`config.mk`:
```
export PLATFORM = sky130hd
export DESIGN_NAME = adc_conversion_sequencer
export DESIGN_NICKNAME = d
export VERILOG_FILES = /design/src/core/adc_seq_pkg.sv /design/src/core/adc_conversion_sequencer.sv
export SDC_FILE = /design/constraint.sdc
export NUM_CORES = 1
export LEC_CHECK = 0
export ABC_CLOCK_PERIOD_IN_PS = 3500
export BUFFER_PORTS_ARGS = -buffer_cell sky130_fd_sc_hd__buf_2
export CAP_MARGIN = 20
export CORE_UTILIZATION = 63
export CTS_CLUSTER_DIAMETER = 80
export DETAILED_ROUTE_END_ITERATION = 8
export PLACE_DENSITY = 0.85
export SYNTH_ARGS = -nofsm -noshare
export SYNTH_HDL_FRONTEND = slang
export SYNTH_SLANG_ARGS = --single-unit
```
`constraint.sdc`:
```
create_clock -name sys_clk_in -period 3.5 [get_ports sys_clk_in]
set_input_delay 0.175 -clock sys_clk_in [delete_from_list [all_inputs] [get_ports sys_clk_in]]
set_output_delay 0.175 -clock sys_clk_in [all_outputs]
set_load 0.01 [all_outputs]
```
`src/core/adc_seq_pkg.sv`:
```
// constants, register map and carrier types for the conversion sequencer
// Behaviour
// trigger starts conversion only with compare mode 1011b and power-on set
// accepted trigger sets run flag at second quarter phase and clears timer
// with power off the trigger is ignored but still clears the timer
// software selects the channel before any start
// reset restores control registers, powers down and aborts conversion
// reset leaves result registers untouched
// clearing run flag early halts; unconverted bits read zero
// software times an early halt itself, N plus one bit periods
// conversion survives sleep only with clock select 11
// with RC clock, one instruction cycle delay before conversion starts; the code waits 1 to 4 system clocks, up to quarter 3
// at completion run flag clears and results load
// done in sleep wakes if enabled, else converter powers down, power bit kept
// non-RC clock: sleep aborts conversion and powers down, power bit kept
// conversion is one settling period then twelve bit periods
// done flag rises at fourteenth period start, run flag clears at its end; the code clears run one system clock after done rises
// clock select gives 2, 8, 32 oscillator periods or RC
// clearing run flag mid-conversion loads the partial value
// software setting run flag starts like an accepted trigger
// done flag sticky until cleared, raises interrupt when enabled
`default_nettype none
package adc_seq_pkg;
  localparam logic [7:0] ADDR_IRQ_CTRL = 8'h0b;
  localparam logic [7:0] ADDR_FLAGS  = 8'h0c;
  localparam logic [7:0] ADDR_RESH   = 8'h1e;
  localparam logic [7:0] ADDR_CTRL0  = 8'h1f;
  localparam logic [7:0] ADDR_ENAB   = 8'h8c;
  localparam logic [7:0] ADDR_REFC   = 8'h9b;
  localparam logic [7:0] ADDR_RESL   = 8'h9e;
  localparam logic [7:0] ADDR_CFG1   = 8'h9f;
  localparam logic [7:0] RESET_BYTE  = 8'h00;
  // control 0 fields
  localparam int BIT_POWER = 0;
  localparam int BIT_RUN   = 2;
  localparam int BIT_CLK_LO = 6;
  localparam int CLK_WIDTH  = 2;
  localparam int BIT_CHAN_HI = 1;
  localparam int BIT_CHAN_LO = 3;
  localparam int CHAN_LO_WIDTH = 3;
  // interrupt control, flag and enable positions
  localparam int BIT_GLOBAL_IE = 7;
  localparam int BIT_PERIPH_IE = 6;
  localparam int BIT_DONE      = 6;
  localparam logic [7:0] REFC_MASK = 8'hf0;
  localparam logic [3:0] MODE_SPECIAL = 4'hb;
  localparam logic [1:0] CLK_DIV2  = 2'h0;
  localparam logic [1:0] CLK_DIV8  = 2'h1;
  localparam logic [1:0] CLK_DIV32 = 2'h2;
  localparam logic [1:0] CLK_RC = 2'h3;
  localparam logic [5:0] DIV_2  = 6'h02;
  localparam logic [5:0] DIV_8  = 6'h08;
  localparam logic [5:0] DIV_32 = 6'h20;
  localparam logic [3:0] SETTLE_PERIODS = 4'h1;
  localparam logic [3:0] RESULT_BITS    = 4'hc;
  localparam logic [3:0] LAST_PERIOD    = 4'hd;
  localparam logic [1:0] SECOND_QUARTER = 2'h1;
  localparam logic [1:0] QUARTER_LAST = 2'h3;
  typedef enum logic [2:0] {
    ST_IDLE   = 3'b000,
    ST_DELAY  = 3'b001,
    ST_CONV   = 3'b010,
    ST_FINISH = 3'b011
  } seq_state_e;
  typedef struct packed {
    logic [7:0] addr;
    logic [7:0] wdata;
    logic       wr;
    logic       rd;
  } bus_req_s;
endpackage : adc_seq_pkg
`default_nettype wire

```
`src/core/adc_conversion_sequencer.sv`:
```
// conversion sequencer: registers, bit period timing, run/done flags, sleep handling
`default_nettype none
module adc_conversion_sequencer #(
  parameter int RC_DIV = 16
) (
  input  wire logic                    sys_clk_in,
  input  wire logic                    rst_n_in,
  input  wire adc_seq_pkg::bus_req_s   bus_in,
  output logic [7:0]                   rdata_out,
  input  wire logic [3:0]              compare_mode_in,
  input  wire logic                    special_trigger_in,
  input  wire logic                    sleep_in,
  input  wire logic                    comparator_in,
  output logic                         timer_clear_out,
  output logic                         wake_out,
  output logic                         irq_out,
  output logic                         converter_enabled_out,
  output logic                         sampling_out,
  output logic [3:0]                   channel_out
);
  // control 0 fields, split so each can be read back in its place
  logic [1:0]              clk_sel_reg;
  logic [1:0]              clk_sel_next;
  logic [3:0]              chan_reg;
  logic [3:0]              chan_next;
  logic                    power_reg;
  logic                    power_next;

  // plain storage registers around the converter
  logic [7:0]              irq_ctrl_reg;
  logic [7:0]              irq_ctrl_next;
  logic [7:0]              enables_reg;
  logic [7:0]              enables_next;
  logic [7:0]              ref_reg;
  logic [7:0]              ref_next;
  logic [7:0]              cfg1_reg;
  logic [7:0]              cfg1_next;

  // sticky conversion done flag
  logic                    done_reg;
  logic                    done_next;

  // sequencing state and timing
  adc_seq_pkg::seq_state_e state_reg;
  adc_seq_pkg::seq_state_e state_next;
  logic [1:0]              quarter_reg;
  logic [1:0]              quarter_next;
  logic [5:0]              div_reg;
  logic [5:0]              div_next;
  logic [3:0]              period_reg;
  logic [3:0]              period_next;

  // successive approximation word and the result it lands in
  logic [11:0]             sar_reg;
  logic [11:0]             sar_next;
  logic [11:0]             result_reg;

  // trigger, sleep and bus side state
  logic                    trig_pending_reg;
  logic                    trig_pending_next;
  logic                    off_reg;
  logic                    off_next;
  logic                    wake_reg;
  logic                    wake_next;
  logic                    timer_clear_reg;
  logic [7:0]              rdata_reg;
  logic [7:0]              rdata_next;

  // bus strobes, one per writable register
  logic                    wr_irq_ctrl;
  logic                    wr_flags;
  logic                    wr_ctrl0;
  logic                    wr_enables;
  logic                    wr_refc;
  logic                    wr_cfg1;

  // sequencing events
  logic                    run_flag;
  logic                    use_rc;
  logic                    trig_seen;
  logic                    trig_accept;
  logic                    sw_start;
  logic                    hw_start;
  logic                    start_go;
  logic                    sw_abort;
  logic                    sleep_abort;
  logic                    abort_any;
  logic [5:0]              divisor;
  logic                    bit_tick;
  logic                    final_tick;
  logic                    resolve_tick;
  logic                    load_result;
  logic                    done_clear;

  // read side
  logic [7:0]              ctrl_read;
  logic [7:0]              flags_read;
  logic [7:0]              read_mux;

  // bit period length in system clocks for a clock select code
  // the rc source is modelled as a fixed divide, it has no clock of its own
  function automatic logic [5:0] clk_divisor(input logic [1:0] sel);
    logic [5:0] len;
    len = 6'(RC_DIV);
    case (sel)
      adc_seq_pkg::CLK_DIV2:
      begin
        len = adc_seq_pkg::DIV_2;
      end
      adc_seq_pkg::CLK_DIV8:
      begin
        len = adc_seq_pkg::DIV_8;
      end
      adc_seq_pkg::CLK_DIV32:
      begin
        len = adc_seq_pkg::DIV_32;
      end
      default:
      begin
        len = 6'(RC_DIV);
      end
    endcase
    return len;
  endfunction : clk_divisor

  // result bit resolved at the end of a given conversion period
  function automatic logic [3:0] bit_index(input logic [3:0] period);
    return adc_seq_pkg::RESULT_BITS - period;
  endfunction : bit_index

  // register write decode
  assign wr_irq_ctrl = bus_in.wr && (bus_in.addr == adc_seq_pkg::ADDR_IRQ_CTRL);
  assign wr_flags    = bus_in.wr && (bus_in.addr == adc_seq_pkg::ADDR_FLAGS);
  assign wr_ctrl0    = bus_in.wr && (bus_in.addr == adc_seq_pkg::ADDR_CTRL0);
  assign wr_enables  = bus_in.wr && (bus_in.addr == adc_seq_pkg::ADDR_ENAB);
  assign wr_refc     = bus_in.wr && (bus_in.addr == adc_seq_pkg::ADDR_REFC);
  assign wr_cfg1     = bus_in.wr && (bus_in.addr == adc_seq_pkg::ADDR_CFG1);

  // trigger qualification: only the special event mode counts
  assign run_flag    = (state_reg != adc_seq_pkg::ST_IDLE);
  assign use_rc      = (clk_sel_reg == adc_seq_pkg::CLK_RC);
  assign trig_seen   = special_trigger_in
                       && (compare_mode_in == adc_seq_pkg::MODE_SPECIAL);
  assign trig_accept = trig_seen && power_reg && !off_reg && !run_flag;

  // starts: old power bit must already be set, so power and go together is refused
  assign sw_start    = wr_ctrl0
                       && bus_in.wdata[adc_seq_pkg::BIT_RUN]
                       && bus_in.wdata[adc_seq_pkg::BIT_POWER]
                       && power_reg;
  assign hw_start    = trig_pending_reg
                       && (quarter_reg == adc_seq_pkg::SECOND_QUARTER);
  assign start_go    = (sw_start || hw_start) && !run_flag && !off_reg;

  // aborts: software dropping go or power, or sleep on a non-rc clock
  assign sw_abort    = run_flag && wr_ctrl0
                       && !(bus_in.wdata[adc_seq_pkg::BIT_RUN]
                            && bus_in.wdata[adc_seq_pkg::BIT_POWER]);
  assign sleep_abort = run_flag && sleep_in && !use_rc;
  assign abort_any   = sw_abort || sleep_abort;

  // bit period enable pulse and the period counter around it
  assign divisor      = clk_divisor(clk_sel_reg);
  assign bit_tick     = (state_reg == adc_seq_pkg::ST_CONV)
                        && (div_reg == (divisor - 6'h01));
  assign final_tick   = bit_tick && (period_reg == adc_seq_pkg::RESULT_BITS);
  assign resolve_tick = bit_tick && (period_reg >= adc_seq_pkg::SETTLE_PERIODS);

  // results move on completion and on a software abort, never on a sleep abort
  assign load_result = (state_reg == adc_seq_pkg::ST_FINISH) || sw_abort;
  assign done_clear  = wr_flags && bus_in.wdata[adc_seq_pkg::BIT_DONE];

  // read back images
  assign ctrl_read  = {clk_sel_reg, chan_reg[2:0], run_flag, chan_reg[3], power_reg};
  assign flags_read = 8'(done_reg) << adc_seq_pkg::BIT_DONE;

  // read mux, unknown addresses read as zero
  always_comb
  begin
    read_mux = adc_seq_pkg::RESET_BYTE;
    case (bus_in.addr)
      adc_seq_pkg::ADDR_IRQ_CTRL: read_mux = irq_ctrl_reg;
      adc_seq_pkg::ADDR_FLAGS:    read_mux = flags_read;
      adc_seq_pkg::ADDR_RESH:     read_mux = result_reg[11:4];
      adc_seq_pkg::ADDR_CTRL0:    read_mux = ctrl_read;
      adc_seq_pkg::ADDR_ENAB:     read_mux = enables_reg;
      adc_seq_pkg::ADDR_REFC:     read_mux = ref_reg;
      adc_seq_pkg::ADDR_RESL:     read_mux = {result_reg[3:0], 4'h0};
      adc_seq_pkg::ADDR_CFG1:     read_mux = cfg1_reg;
      default:                    read_mux = adc_seq_pkg::RESET_BYTE;
    endcase
  end

  // register next values; sleep never touches the power bit
  assign clk_sel_next  = wr_ctrl0
                         ? bus_in.wdata[adc_seq_pkg::BIT_CLK_LO +: adc_seq_pkg::CLK_WIDTH]
                         : clk_sel_reg;
  assign chan_next     = wr_ctrl0
                         ? {bus_in.wdata[adc_seq_pkg::BIT_CHAN_HI],
                            bus_in.wdata[adc_seq_pkg::BIT_CHAN_LO +: adc_seq_pkg::CHAN_LO_WIDTH]}
                         : chan_reg;
  assign power_next    = wr_ctrl0 ? bus_in.wdata[adc_seq_pkg::BIT_POWER] : power_reg;
  assign irq_ctrl_next = wr_irq_ctrl ? bus_in.wdata : irq_ctrl_reg;
  assign enables_next  = wr_enables ? bus_in.wdata : enables_reg;
  assign ref_next      = wr_refc ? (bus_in.wdata & adc_seq_pkg::REFC_MASK) : ref_reg;
  assign cfg1_next     = wr_cfg1 ? bus_in.wdata : cfg1_reg;

  // set wins over a clear in the same cycle, so no completion is lost
  assign done_next = final_tick || (done_reg && !done_clear);

  // timing counters
  assign quarter_next = quarter_reg + 2'h1;
  assign div_next     = ((state_reg != adc_seq_pkg::ST_CONV) || bit_tick)
                        ? 6'h00
                        : div_reg + 6'h01;
  assign period_next  = (state_reg != adc_seq_pkg::ST_CONV)
                        ? 4'h0
                        : (bit_tick ? period_reg + 4'h1 : period_reg);

  // a trigger waits for the second quarter of the instruction cycle
  assign trig_pending_next = trig_accept || (trig_pending_reg && !hw_start);

  // converter off in sleep: any non-rc clock, or rc done with no wake enabled
  assign off_next  = sleep_in
                     && (!use_rc || off_reg
                         || (final_tick && !enables_reg[adc_seq_pkg::BIT_DONE]));
  assign wake_next = final_tick && sleep_in && enables_reg[adc_seq_pkg::BIT_DONE];

  // read data stand only in the cycle after the strobe
  assign rdata_next = bus_in.rd ? read_mux : adc_seq_pkg::RESET_BYTE;

  // sequencer: idle, rc start delay, conversion, one finishing cycle
  always_comb
  begin
    state_next = state_reg;
    unique case (state_reg)
      adc_seq_pkg::ST_IDLE:
      begin
        if (start_go)
        begin
          state_next = use_rc ? adc_seq_pkg::ST_DELAY : adc_seq_pkg::ST_CONV;
        end
      end
      adc_seq_pkg::ST_DELAY:
      begin
        // delay to the last quarter of the instruction cycle so a sleep can start before the noise does
        if (quarter_reg == adc_seq_pkg::QUARTER_LAST)
        begin
          state_next = adc_seq_pkg::ST_CONV;
        end
      end
      adc_seq_pkg::ST_CONV:
      begin
        if (final_tick)
        begin
          state_next = adc_seq_pkg::ST_FINISH;
        end
      end
      adc_seq_pkg::ST_FINISH:
      begin
        state_next = adc_seq_pkg::ST_IDLE;
      end
      default:
      begin
        state_next = adc_seq_pkg::ST_IDLE;
      end
    endcase
    if (abort_any)
    begin
      state_next = adc_seq_pkg::ST_IDLE;
    end
  end

  // approximation word: cleared at start so unconverted bits stay zero
  always_comb
  begin
    sar_next = sar_reg;
    if (start_go)
    begin
      sar_next = '0;
    end
    else if (resolve_tick)
    begin
      sar_next[bit_index(period_reg)] = comparator_in;
    end
  end

  // control 0 fields
  always_ff @(posedge sys_clk_in or negedge rst_n_in)
  begin
    if (!rst_n_in)
    begin
      clk_sel_reg <= 2'h0;
      chan_reg    <= 4'h0;
      power_reg   <= 1'b0;
    end
    else
    begin
      clk_sel_reg <= clk_sel_next;
      chan_reg    <= chan_next;
      power_reg   <= power_next;
    end
  end

  // interrupt control and enables
  always_ff @(posedge sys_clk_in or negedge rst_n_in)
  begin
    if (!rst_n_in)
    begin
      irq_ctrl_reg <= adc_seq_pkg::RESET_BYTE;
      enables_reg  <= adc_seq_pkg::RESET_BYTE;
    end
    else
    begin
      irq_ctrl_reg <= irq_ctrl_next;
      enables_reg  <= enables_next;
    end
  end

  // reference and configuration storage
  always_ff @(posedge sys_clk_in or negedge rst_n_in)
  begin
    if (!rst_n_in)
    begin
      ref_reg  <= adc_seq_pkg::RESET_BYTE;
      cfg1_reg <= adc_seq_pkg::RESET_BYTE;
    end
    else
    begin
      ref_reg  <= ref_next;
      cfg1_reg <= cfg1_next;
    end
  end

  // done flag
  always_ff @(posedge sys_clk_in or negedge rst_n_in)
  begin
    if (!rst_n_in)
    begin
      done_reg <= 1'b0;
    end
    else
    begin
      done_reg <= done_next;
    end
  end

  // quarter counter of the instruction cycle, free running
  always_ff @(posedge sys_clk_in or negedge rst_n_in)
  begin
    if (!rst_n_in)
    begin
      quarter_reg <= 2'h0;
    end
    else
    begin
      quarter_reg <= quarter_next;
    end
  end

  // state: reset aborts whatever conversion is running
  always_ff @(posedge sys_clk_in or negedge rst_n_in)
  begin
    if (!rst_n_in)
    begin
      state_reg <= adc_seq_pkg::ST_IDLE;
    end
    else
    begin
      state_reg <= state_next;
    end
  end

  // bit period divider and period count
  always_ff @(posedge sys_clk_in or negedge rst_n_in)
  begin
    if (!rst_n_in)
    begin
      div_reg    <= 6'h00;
      period_reg <= 4'h0;
    end
    else
    begin
      div_reg    <= div_next;
      period_reg <= period_next;
    end
  end

  // approximation word
  always_ff @(posedge sys_clk_in or negedge rst_n_in)
  begin
    if (!rst_n_in)
    begin
      sar_reg <= '0;
    end
    else
    begin
      sar_reg <= sar_next;
    end
  end

  // result has no reset on purpose: a reset must leave it as it was
  always_ff @(posedge sys_clk_in)
  begin
    if (load_result)
    begin
      result_reg <= sar_reg;
    end
  end

  // trigger pending and the timer clear pulse
  always_ff @(posedge sys_clk_in or negedge rst_n_in)
  begin
    if (!rst_n_in)
    begin
      trig_pending_reg <= 1'b0;
      timer_clear_reg  <= 1'b0;
    end
    else
    begin
      trig_pending_reg <= trig_pending_next;
      timer_clear_reg  <= trig_seen;
    end
  end

  // sleep power down and wake pulse
  always_ff @(posedge sys_clk_in or negedge rst_n_in)
  begin
    if (!rst_n_in)
    begin
      off_reg  <= 1'b0;
      wake_reg <= 1'b0;
    end
    else
    begin
      off_reg  <= off_next;
      wake_reg <= wake_next;
    end
  end

  // read data register
  always_ff @(posedge sys_clk_in or negedge rst_n_in)
  begin
    if (!rst_n_in)
    begin
      rdata_reg <= adc_seq_pkg::RESET_BYTE;
    end
    else
    begin
      rdata_reg <= rdata_next;
    end
  end

  // outputs
  assign rdata_out             = rdata_reg;
  assign timer_clear_out       = timer_clear_reg;
  assign wake_out              = wake_reg;
  assign irq_out               = done_reg
                                 && enables_reg[adc_seq_pkg::BIT_DONE]
                                 && irq_ctrl_reg[adc_seq_pkg::BIT_PERIPH_IE]
                                 && irq_ctrl_reg[adc_seq_pkg::BIT_GLOBAL_IE];
  assign converter_enabled_out = power_reg && !off_reg;
  assign sampling_out          = power_reg && !off_reg && !run_flag;
  assign channel_out           = chan_reg;
endmodule : adc_conversion_sequencer
`default_nettype wire

```
Yosys cells after proc, flatten, opt, wreduce, memory -nomap -nowiden
Cells that the tools add are included.

$add $sub $neg: 5. $lt $le $gt $ge: 3. Eq/ne operators: 23. Multiplexer cells: 17. Reduce and logical (&&, ||, !) cells: 58.

Operators with widths (count): case mux 8 bit (8 select lines) (1); logical AND 1 bit (37); equality test 8 bit, second input constant (4); 2-to-1 mux 12 bit (2); case mux 6 bit (3 select lines) (1); equality test 8 x 4 -> 1 bit, second input constant (2); equality test 8 x 5 -> 1 bit, second input constant (2); bitwise mux 12 bit (1); 2-to-1 mux 3 bit (4); != test 3 bit, second input constant (3); case mux 3 bit (3 select lines) (1); equality test 4 bit, second input constant (2); greater-or-equal comparator 4 x 1 -> 1 bit, second input constant (2); logical OR 1 bit (8); 2-to-1 mux 4 bit (2); 2-to-1 mux 8 bit (1); zero test 1 bit (7); adder 6 x 1 -> 6 bit, second input constant (1); equality test 2 bit, second input constant (3); equality test 3 x 2 -> 1 bit, second input constant (2); equality test 6 bit (1); 2-to-1 mux 6 bit (1); subtractor 6 x 1 -> 6 bit, second input constant (1); less-than comparator 4 x 5 -> 1 bit, second input constant (1); other kinds (14) (16).

Register bits: 87. Input port bits: 27. Output and inout port bits: 17. Word-level logic and storage cells: 125.

Longest topological paths before layout
Depth in word-level cells: 11. Depth in mapped cells: 9. Mapped depth without buffers: 7.

Worst setup path after synthesis
Ideal clock, no wire load.

Kind: input port to flip-flop. Start: input bus_in[17] (netlist name). End: register state_reg[1]. Setup time: 0.125 ns. Arrival: 2.127 ns. Required time: 3.375 ns. Setup slack: 1.248 ns. Cell stages on the path: 8. Cells stage by stage: buf_6 -> or4b_1 -> buf_2 -> or3_4 -> buf_6 -> o22a_2 -> a21oi_1 -> mux2_2.

Word-level cells in the longest chain between the ends: 10. Elaborated cells between the ends (all ways): 16.

RTL lines: from (decl) (RTL line adc_conversion_sequencer.sv:8) `input wire adc_seq_pkg::bus_req_s bus_in,`; equality test 8 x 5 -> 1 bit * (RTL line adc_conversion_sequencer.sv:134) `assign wr_ctrl0 = bus_in.wr && (bus_in.addr == adc_seq_pkg::ADDR_CTRL0);`; logical AND 1 bit * (RTL line adc_conversion_sequencer.sv:134); logical AND 1 bit (RTL line adc_conversion_sequencer.sv:148) `&& bus_in.wdata[adc_seq_pkg::BIT_RUN]`; logical AND 1 bit (RTL line adc_conversion_sequencer.sv:149) `&& bus_in.wdata[adc_seq_pkg::BIT_POWER]`; logical AND 1 bit (RTL line adc_conversion_sequencer.sv:150) `&& power_reg;`; logical OR 1 bit (RTL line adc_conversion_sequencer.sv:153) `assign start_go = (sw_start || hw_start) && !run_flag && !off_reg;`; logical AND 1 bit (2 in a row) (RTL line adc_conversion_sequencer.sv:153); != test 3 bit (no line); AND reduction 3 bit (no line); to (signal assigned) (RTL line adc_conversion_sequencer.sv:366) `state_reg <= adc_seq_pkg::ST_IDLE;`; to (signal assigned) (RTL line adc_conversion_sequencer.sv:370) `state_reg <= state_next;`; to (decl) (RTL line adc_conversion_sequencer.sv:44) `adc_seq_pkg::seq_state_e state_reg;`.

Every way passes the cells marked *; elsewhere a longest branch is shown, timed or not. A chain may end at the register's enable or synchronous reset.

Worst setup path in the final report
Start: register period_reg[0]. End: register state_reg[1].

Word-level cells in the longest chain between the ends: 4.

RTL lines: from (decl) (RTL line adc_conversion_sequencer.sv:50) `logic [3:0] period_reg;`; from (signal assigned) (RTL line adc_conversion_sequencer.sv:385) `period_reg <= period_next;`; equality test 4 bit (RTL line adc_conversion_sequencer.sv:166) `assign final_tick = bit_tick && (period_reg == adc_seq_pkg::RESULT_BITS);`; logical AND 1 bit (RTL line adc_conversion_sequencer.sv:166); != test 3 bit (no line); AND reduction 3 bit (no line).

No other way between the ends.

==> results.md <==
* Final Util at between 70% and 80%
* Vias in the first global route at about 3100
* Largest family of logic cells by synthesized area: simple AND/OR/NAND/NOR gates
* Logic gate share of total power at between 20% and 30%
* F_max at ~430 MHz
* Async S/R FF share, synth at a little under nine tenths
* Synthesized-area fraction occupied by adder cells at under 10%
* Initial DRT Pass Iterations at 7
* Clock power share at a little under a third
* Synth Area in Simple Gates at between 10% and 20%
* Cells after DPL at approximately 470
* Depth of the CTS H-tree at 3
* Number of synthesized flops with an enable pin at 12
* Starting density of the core at 66.1%
* Critical path class: register to register
* Area leader, netlist: dfrtp_1
* Top FF cell, synth: dfrtp_1
* Global-route wire length before repair at around 15 mm
* P_sw at around 0.71 mW
* Root Driver: clkbuf_8
* Yosys reg bits at 86
* Multiplexer area fraction after synthesis at a little over an eighth
* CP Max Fanout at 9
* All-layer global routing usage at between 20 and 30%
* Row Count at 29
* Fin. Hold Viols at 0
* Sequential power share at approximately half
* Die X at around 84 um
* Final setup TNS at 0 ps
* Syn-to-layout area delta at 11.3%
* WP data arrival at 2570 ps
* TritonCTS Buffers at 9
* Startpoint types: register
* Routed WL at approximately 8.8 mm
* Status: complete, but fails checks
* Tcrit/Tclk final at approximately 66%
* CP delay by family, top: simple AND/OR/NAND/NOR gates
* Failing checks: design-rule violations
* CTS tree: done
* Largest net degree at the start of global routing at 75
* Post-Syn Instances at roughly 370
* Synthesized cell area at roughly 4200 um^2
* Count of cell types in the netlist at 59
* Worst stage delay on the critical path at between 400 and 500 ps
* Most frequent cell after synthesis: dfrtp_1
* Required time of the critical path at between 3000 and 4000 ps
* Final net count at between 400 and 500
* Maxcap violations at 0
* Worst path slowest cell: dfrtp_1
* DP HPWL at slightly above 6 mm
* Final setup fails at 0
* Setup Buffers After CTS at 0
* Most instantiated cells after synthesis: 74 x dfrtp_1, 41 x mux2_2, 23 x nand2_1, 22 x a21oi_1, 13 x ha_1
* Die height at 84.1 um
* CP Buf/Inv Count at 1
* Synth Net Count at approximately 410
* Worst hold slack at between 40 and 50 ps
* Initial drt markers at between 150 and 200
* Fin. max-slew vios at 0
* Worst setup EP type: register
* Mean Syn Cell Area at approximately 12 um^2
* Minimum clock period at approximately 2300 ps
* Synth Area in XOR/XNOR at slightly above 2%
* GR Overflow Total at 0
* Clk Latency, worst-skew pair at around 350 ps
* Ys Warns at 0
* Initial antenna violation count at 0
* Compound-gate portion of the synthesized area at 11.5%
* P_leak at roughly 2.1 nW
* Number of diodes at 0
* Clk slew on worst S/H paths at roughly 90 ps
* Worst Tran Pin Value at slightly above 900 ps
* RSZ-0062 raised after global routing: false
* VDD IR max at 0.385 mV
* DR WL/cell at around 18 um
* Clock Skew at 9.98 ps
* Clock Path Buffers at 2
* Rel. slew slack at just under 40%
* Int Power at 1.69 mW
* Switching Share at around 29%
* Synth top area cells: dfrtp_1 44%, mux2_2 11%, edfxtp_1 8.5%, ha_1 3.8%, a21oi_1 2.6%
* Pwr Density at roughly 510 nW/um^2
* Die Area at 7070 um^2
* I/O pins at 44
* # clock sinks at 86
* DRC violations left at 10
* Final std cells w/o fill at 490
* Crit path cell chain: inv_1 > ha_1 > nand2_1 > or3b_2 > o32a_1 > a21oi_1 > mux2_2
* Share of layout cells above drive strength 1 at between 20% and 30%
* CORE AREA at about 6400 um^2
* DP Area at ~4500 um^2
* Vias per inst at 6.32
* Fin area at between 4000 and 5000 um^2
* Synth top area share at between 40% and 50%
* Via count at ~3100
* Number of nets still failing antenna checks after routing at 0
* Gpl congestion at 0.944
* Hold WC Path Type: input pin to asynchronous set/reset pin
* Post-synthesis sequential area ratio at 52.1%
* I/O Buffers at 43
## path summary, 6_finish.rpt
path	startpoint	to	slack, ps	cells after the start
hold / removal	rst_n_in	cfg1_reg[1]	40	2
setup / recovery	period_reg[0]	state_reg[1]	1170	7
min in group sys_clk_in	compare_mode_in[3]	timer_clear_out	50	3
hold reg to reg	sar_reg[3]	result_reg[3]	450	0
max in group asynchronous	rst_n_in	sar_reg[8]	2860	2
setup reg to reg	period_reg[0]	state_reg[1]	1170	7
## through the flow
stage | setup slack (ps) | total power, mW
2_1_floorplan | 1250 | 1.52
3_3_place_gp | 1180 | 1.64
3_5_place_dp | 1140 | 1.67
4_1_cts | 1170 | 2.40
5_1_grt | 975 | 2.53
6_report | 1170 | 2.40
## kinds of logic (layout without fill, tap and decap cells)
kind of cell             count (synthesis)  in the layout
XOR/XNOR                                10             10
flip-flops                              86             86
AO/OA/AOI/OAI                           72             72
AND/OR/NAND/NOR                        108            108
buffers and inverters                   25             73
multiplexers                            51             51
adder cells (fa/ha/maj)                 13             13
## final cells by class
| type | count | area (um^2) |
|---|---|---|
| Multi-Input combinational cell | 254 | 1920 |
| Inverter | 11 | 41.3 |
| Clock inverter | 4 | 48.8 |
| Timing Repair Buffer | 46 | 240 |
| Sequential cell | 86 | 2210 |
| Fill cell | 443 | 1700 |
| Tap cell | 77 | 96.3 |
| Clock buffer | 12 | 166 |
## cell usage in the layout (no fill, tap or decap), drive strengths merged, types with 2 or more instances in the layout
| master | synthesis | layout |
|---|---|---|
| dfrtp | 74 | 74 |
| buf | 7 | 45 |
| mux2 | 41 | 41 |
| nand2 | 23 | 23 |
| a21oi | 22 | 22 |
| inv | 11 | 14 |
| ha | 13 | 13 |
| nor2 | 12 | 12 |
| nand3 | 12 | 12 |
| edfxtp | 12 | 12 |
| o21ai | 12 | 12 |
| clkbuf | 7 | 12 |
| mux2i | 10 | 10 |
| and2 | 10 | 10 |
| nor3 | 9 | 9 |
| nand4 | 9 | 9 |
| a22o | 5 | 5 |
| a22oi | 5 | 5 |
| nor2b | 5 | 5 |
| xor2 | 5 | 5 |
| xnor2 | 5 | 5 |
| o22ai | 4 | 4 |
| a222oi | 4 | 4 |
| o31ai | 4 | 4 |
| and3 | 4 | 4 |
| or3 | 4 | 4 |
| or2 | 3 | 3 |
| nor3b | 3 | 3 |
| nor4bb | 2 | 2 |
| and4b | 2 | 2 |
| o211a | 2 | 2 |
| nand2b | 2 | 2 |
| o21a | 2 | 2 |
| o32a | 2 | 2 |
## power by group through the flow
stage          logic (mW)  registers (mW)  clock network (mW)
2_1_floorplan       0.363            1.16                   0
3_3_place_gp        0.466            1.18                   0
3_5_place_dp        0.484            1.18                   0
4_1_cts             0.491            1.16               0.751
5_1_grt             0.558            1.17               0.800
6_report            0.490            1.16               0.744
## worst register-to-register path: cells and delay by family, from the launching register on
| family | cells | cell delay (ps) |
|---|---|---|
| AO/OA/AOI/OAI | 2 | 480 |
| adder cells (fa/ha/maj) | 1 | 240 |
| buffers and inverters | 1 | 150 |
| flip-flops | 1 | 480 |
| multiplexers | 1 | 340 |
| AND/OR/NAND/NOR | 2 | 540 |
## timing repair
| item | 4_1_cts | 5_1_grt |
|---|---|---|
| hold endpoints to repair | 1 | 0 |
| resized for setup | 0 | 0 |
| hold buffers | 1 | 0 |
## per-layer routing
| layer | wire length [um] | global-route usage, % | part of all wire, % | vias up |
|---|---|---|---|---|
| met2 | 4460 | 45.5 | 51 | 105 |
| met4 | 177 | 11.9 | 2.0 | 0 |
| met1 | 3750 | 36.2 | 43 | 1530 |
| met3 | 418 | 3.56 | 4.8 | 17 |
| li1 | - | - | - | 1445 |
| met5 | 0 | 0 | 0 | - |
No activity file was read; power rests on OpenSTA's default activity.
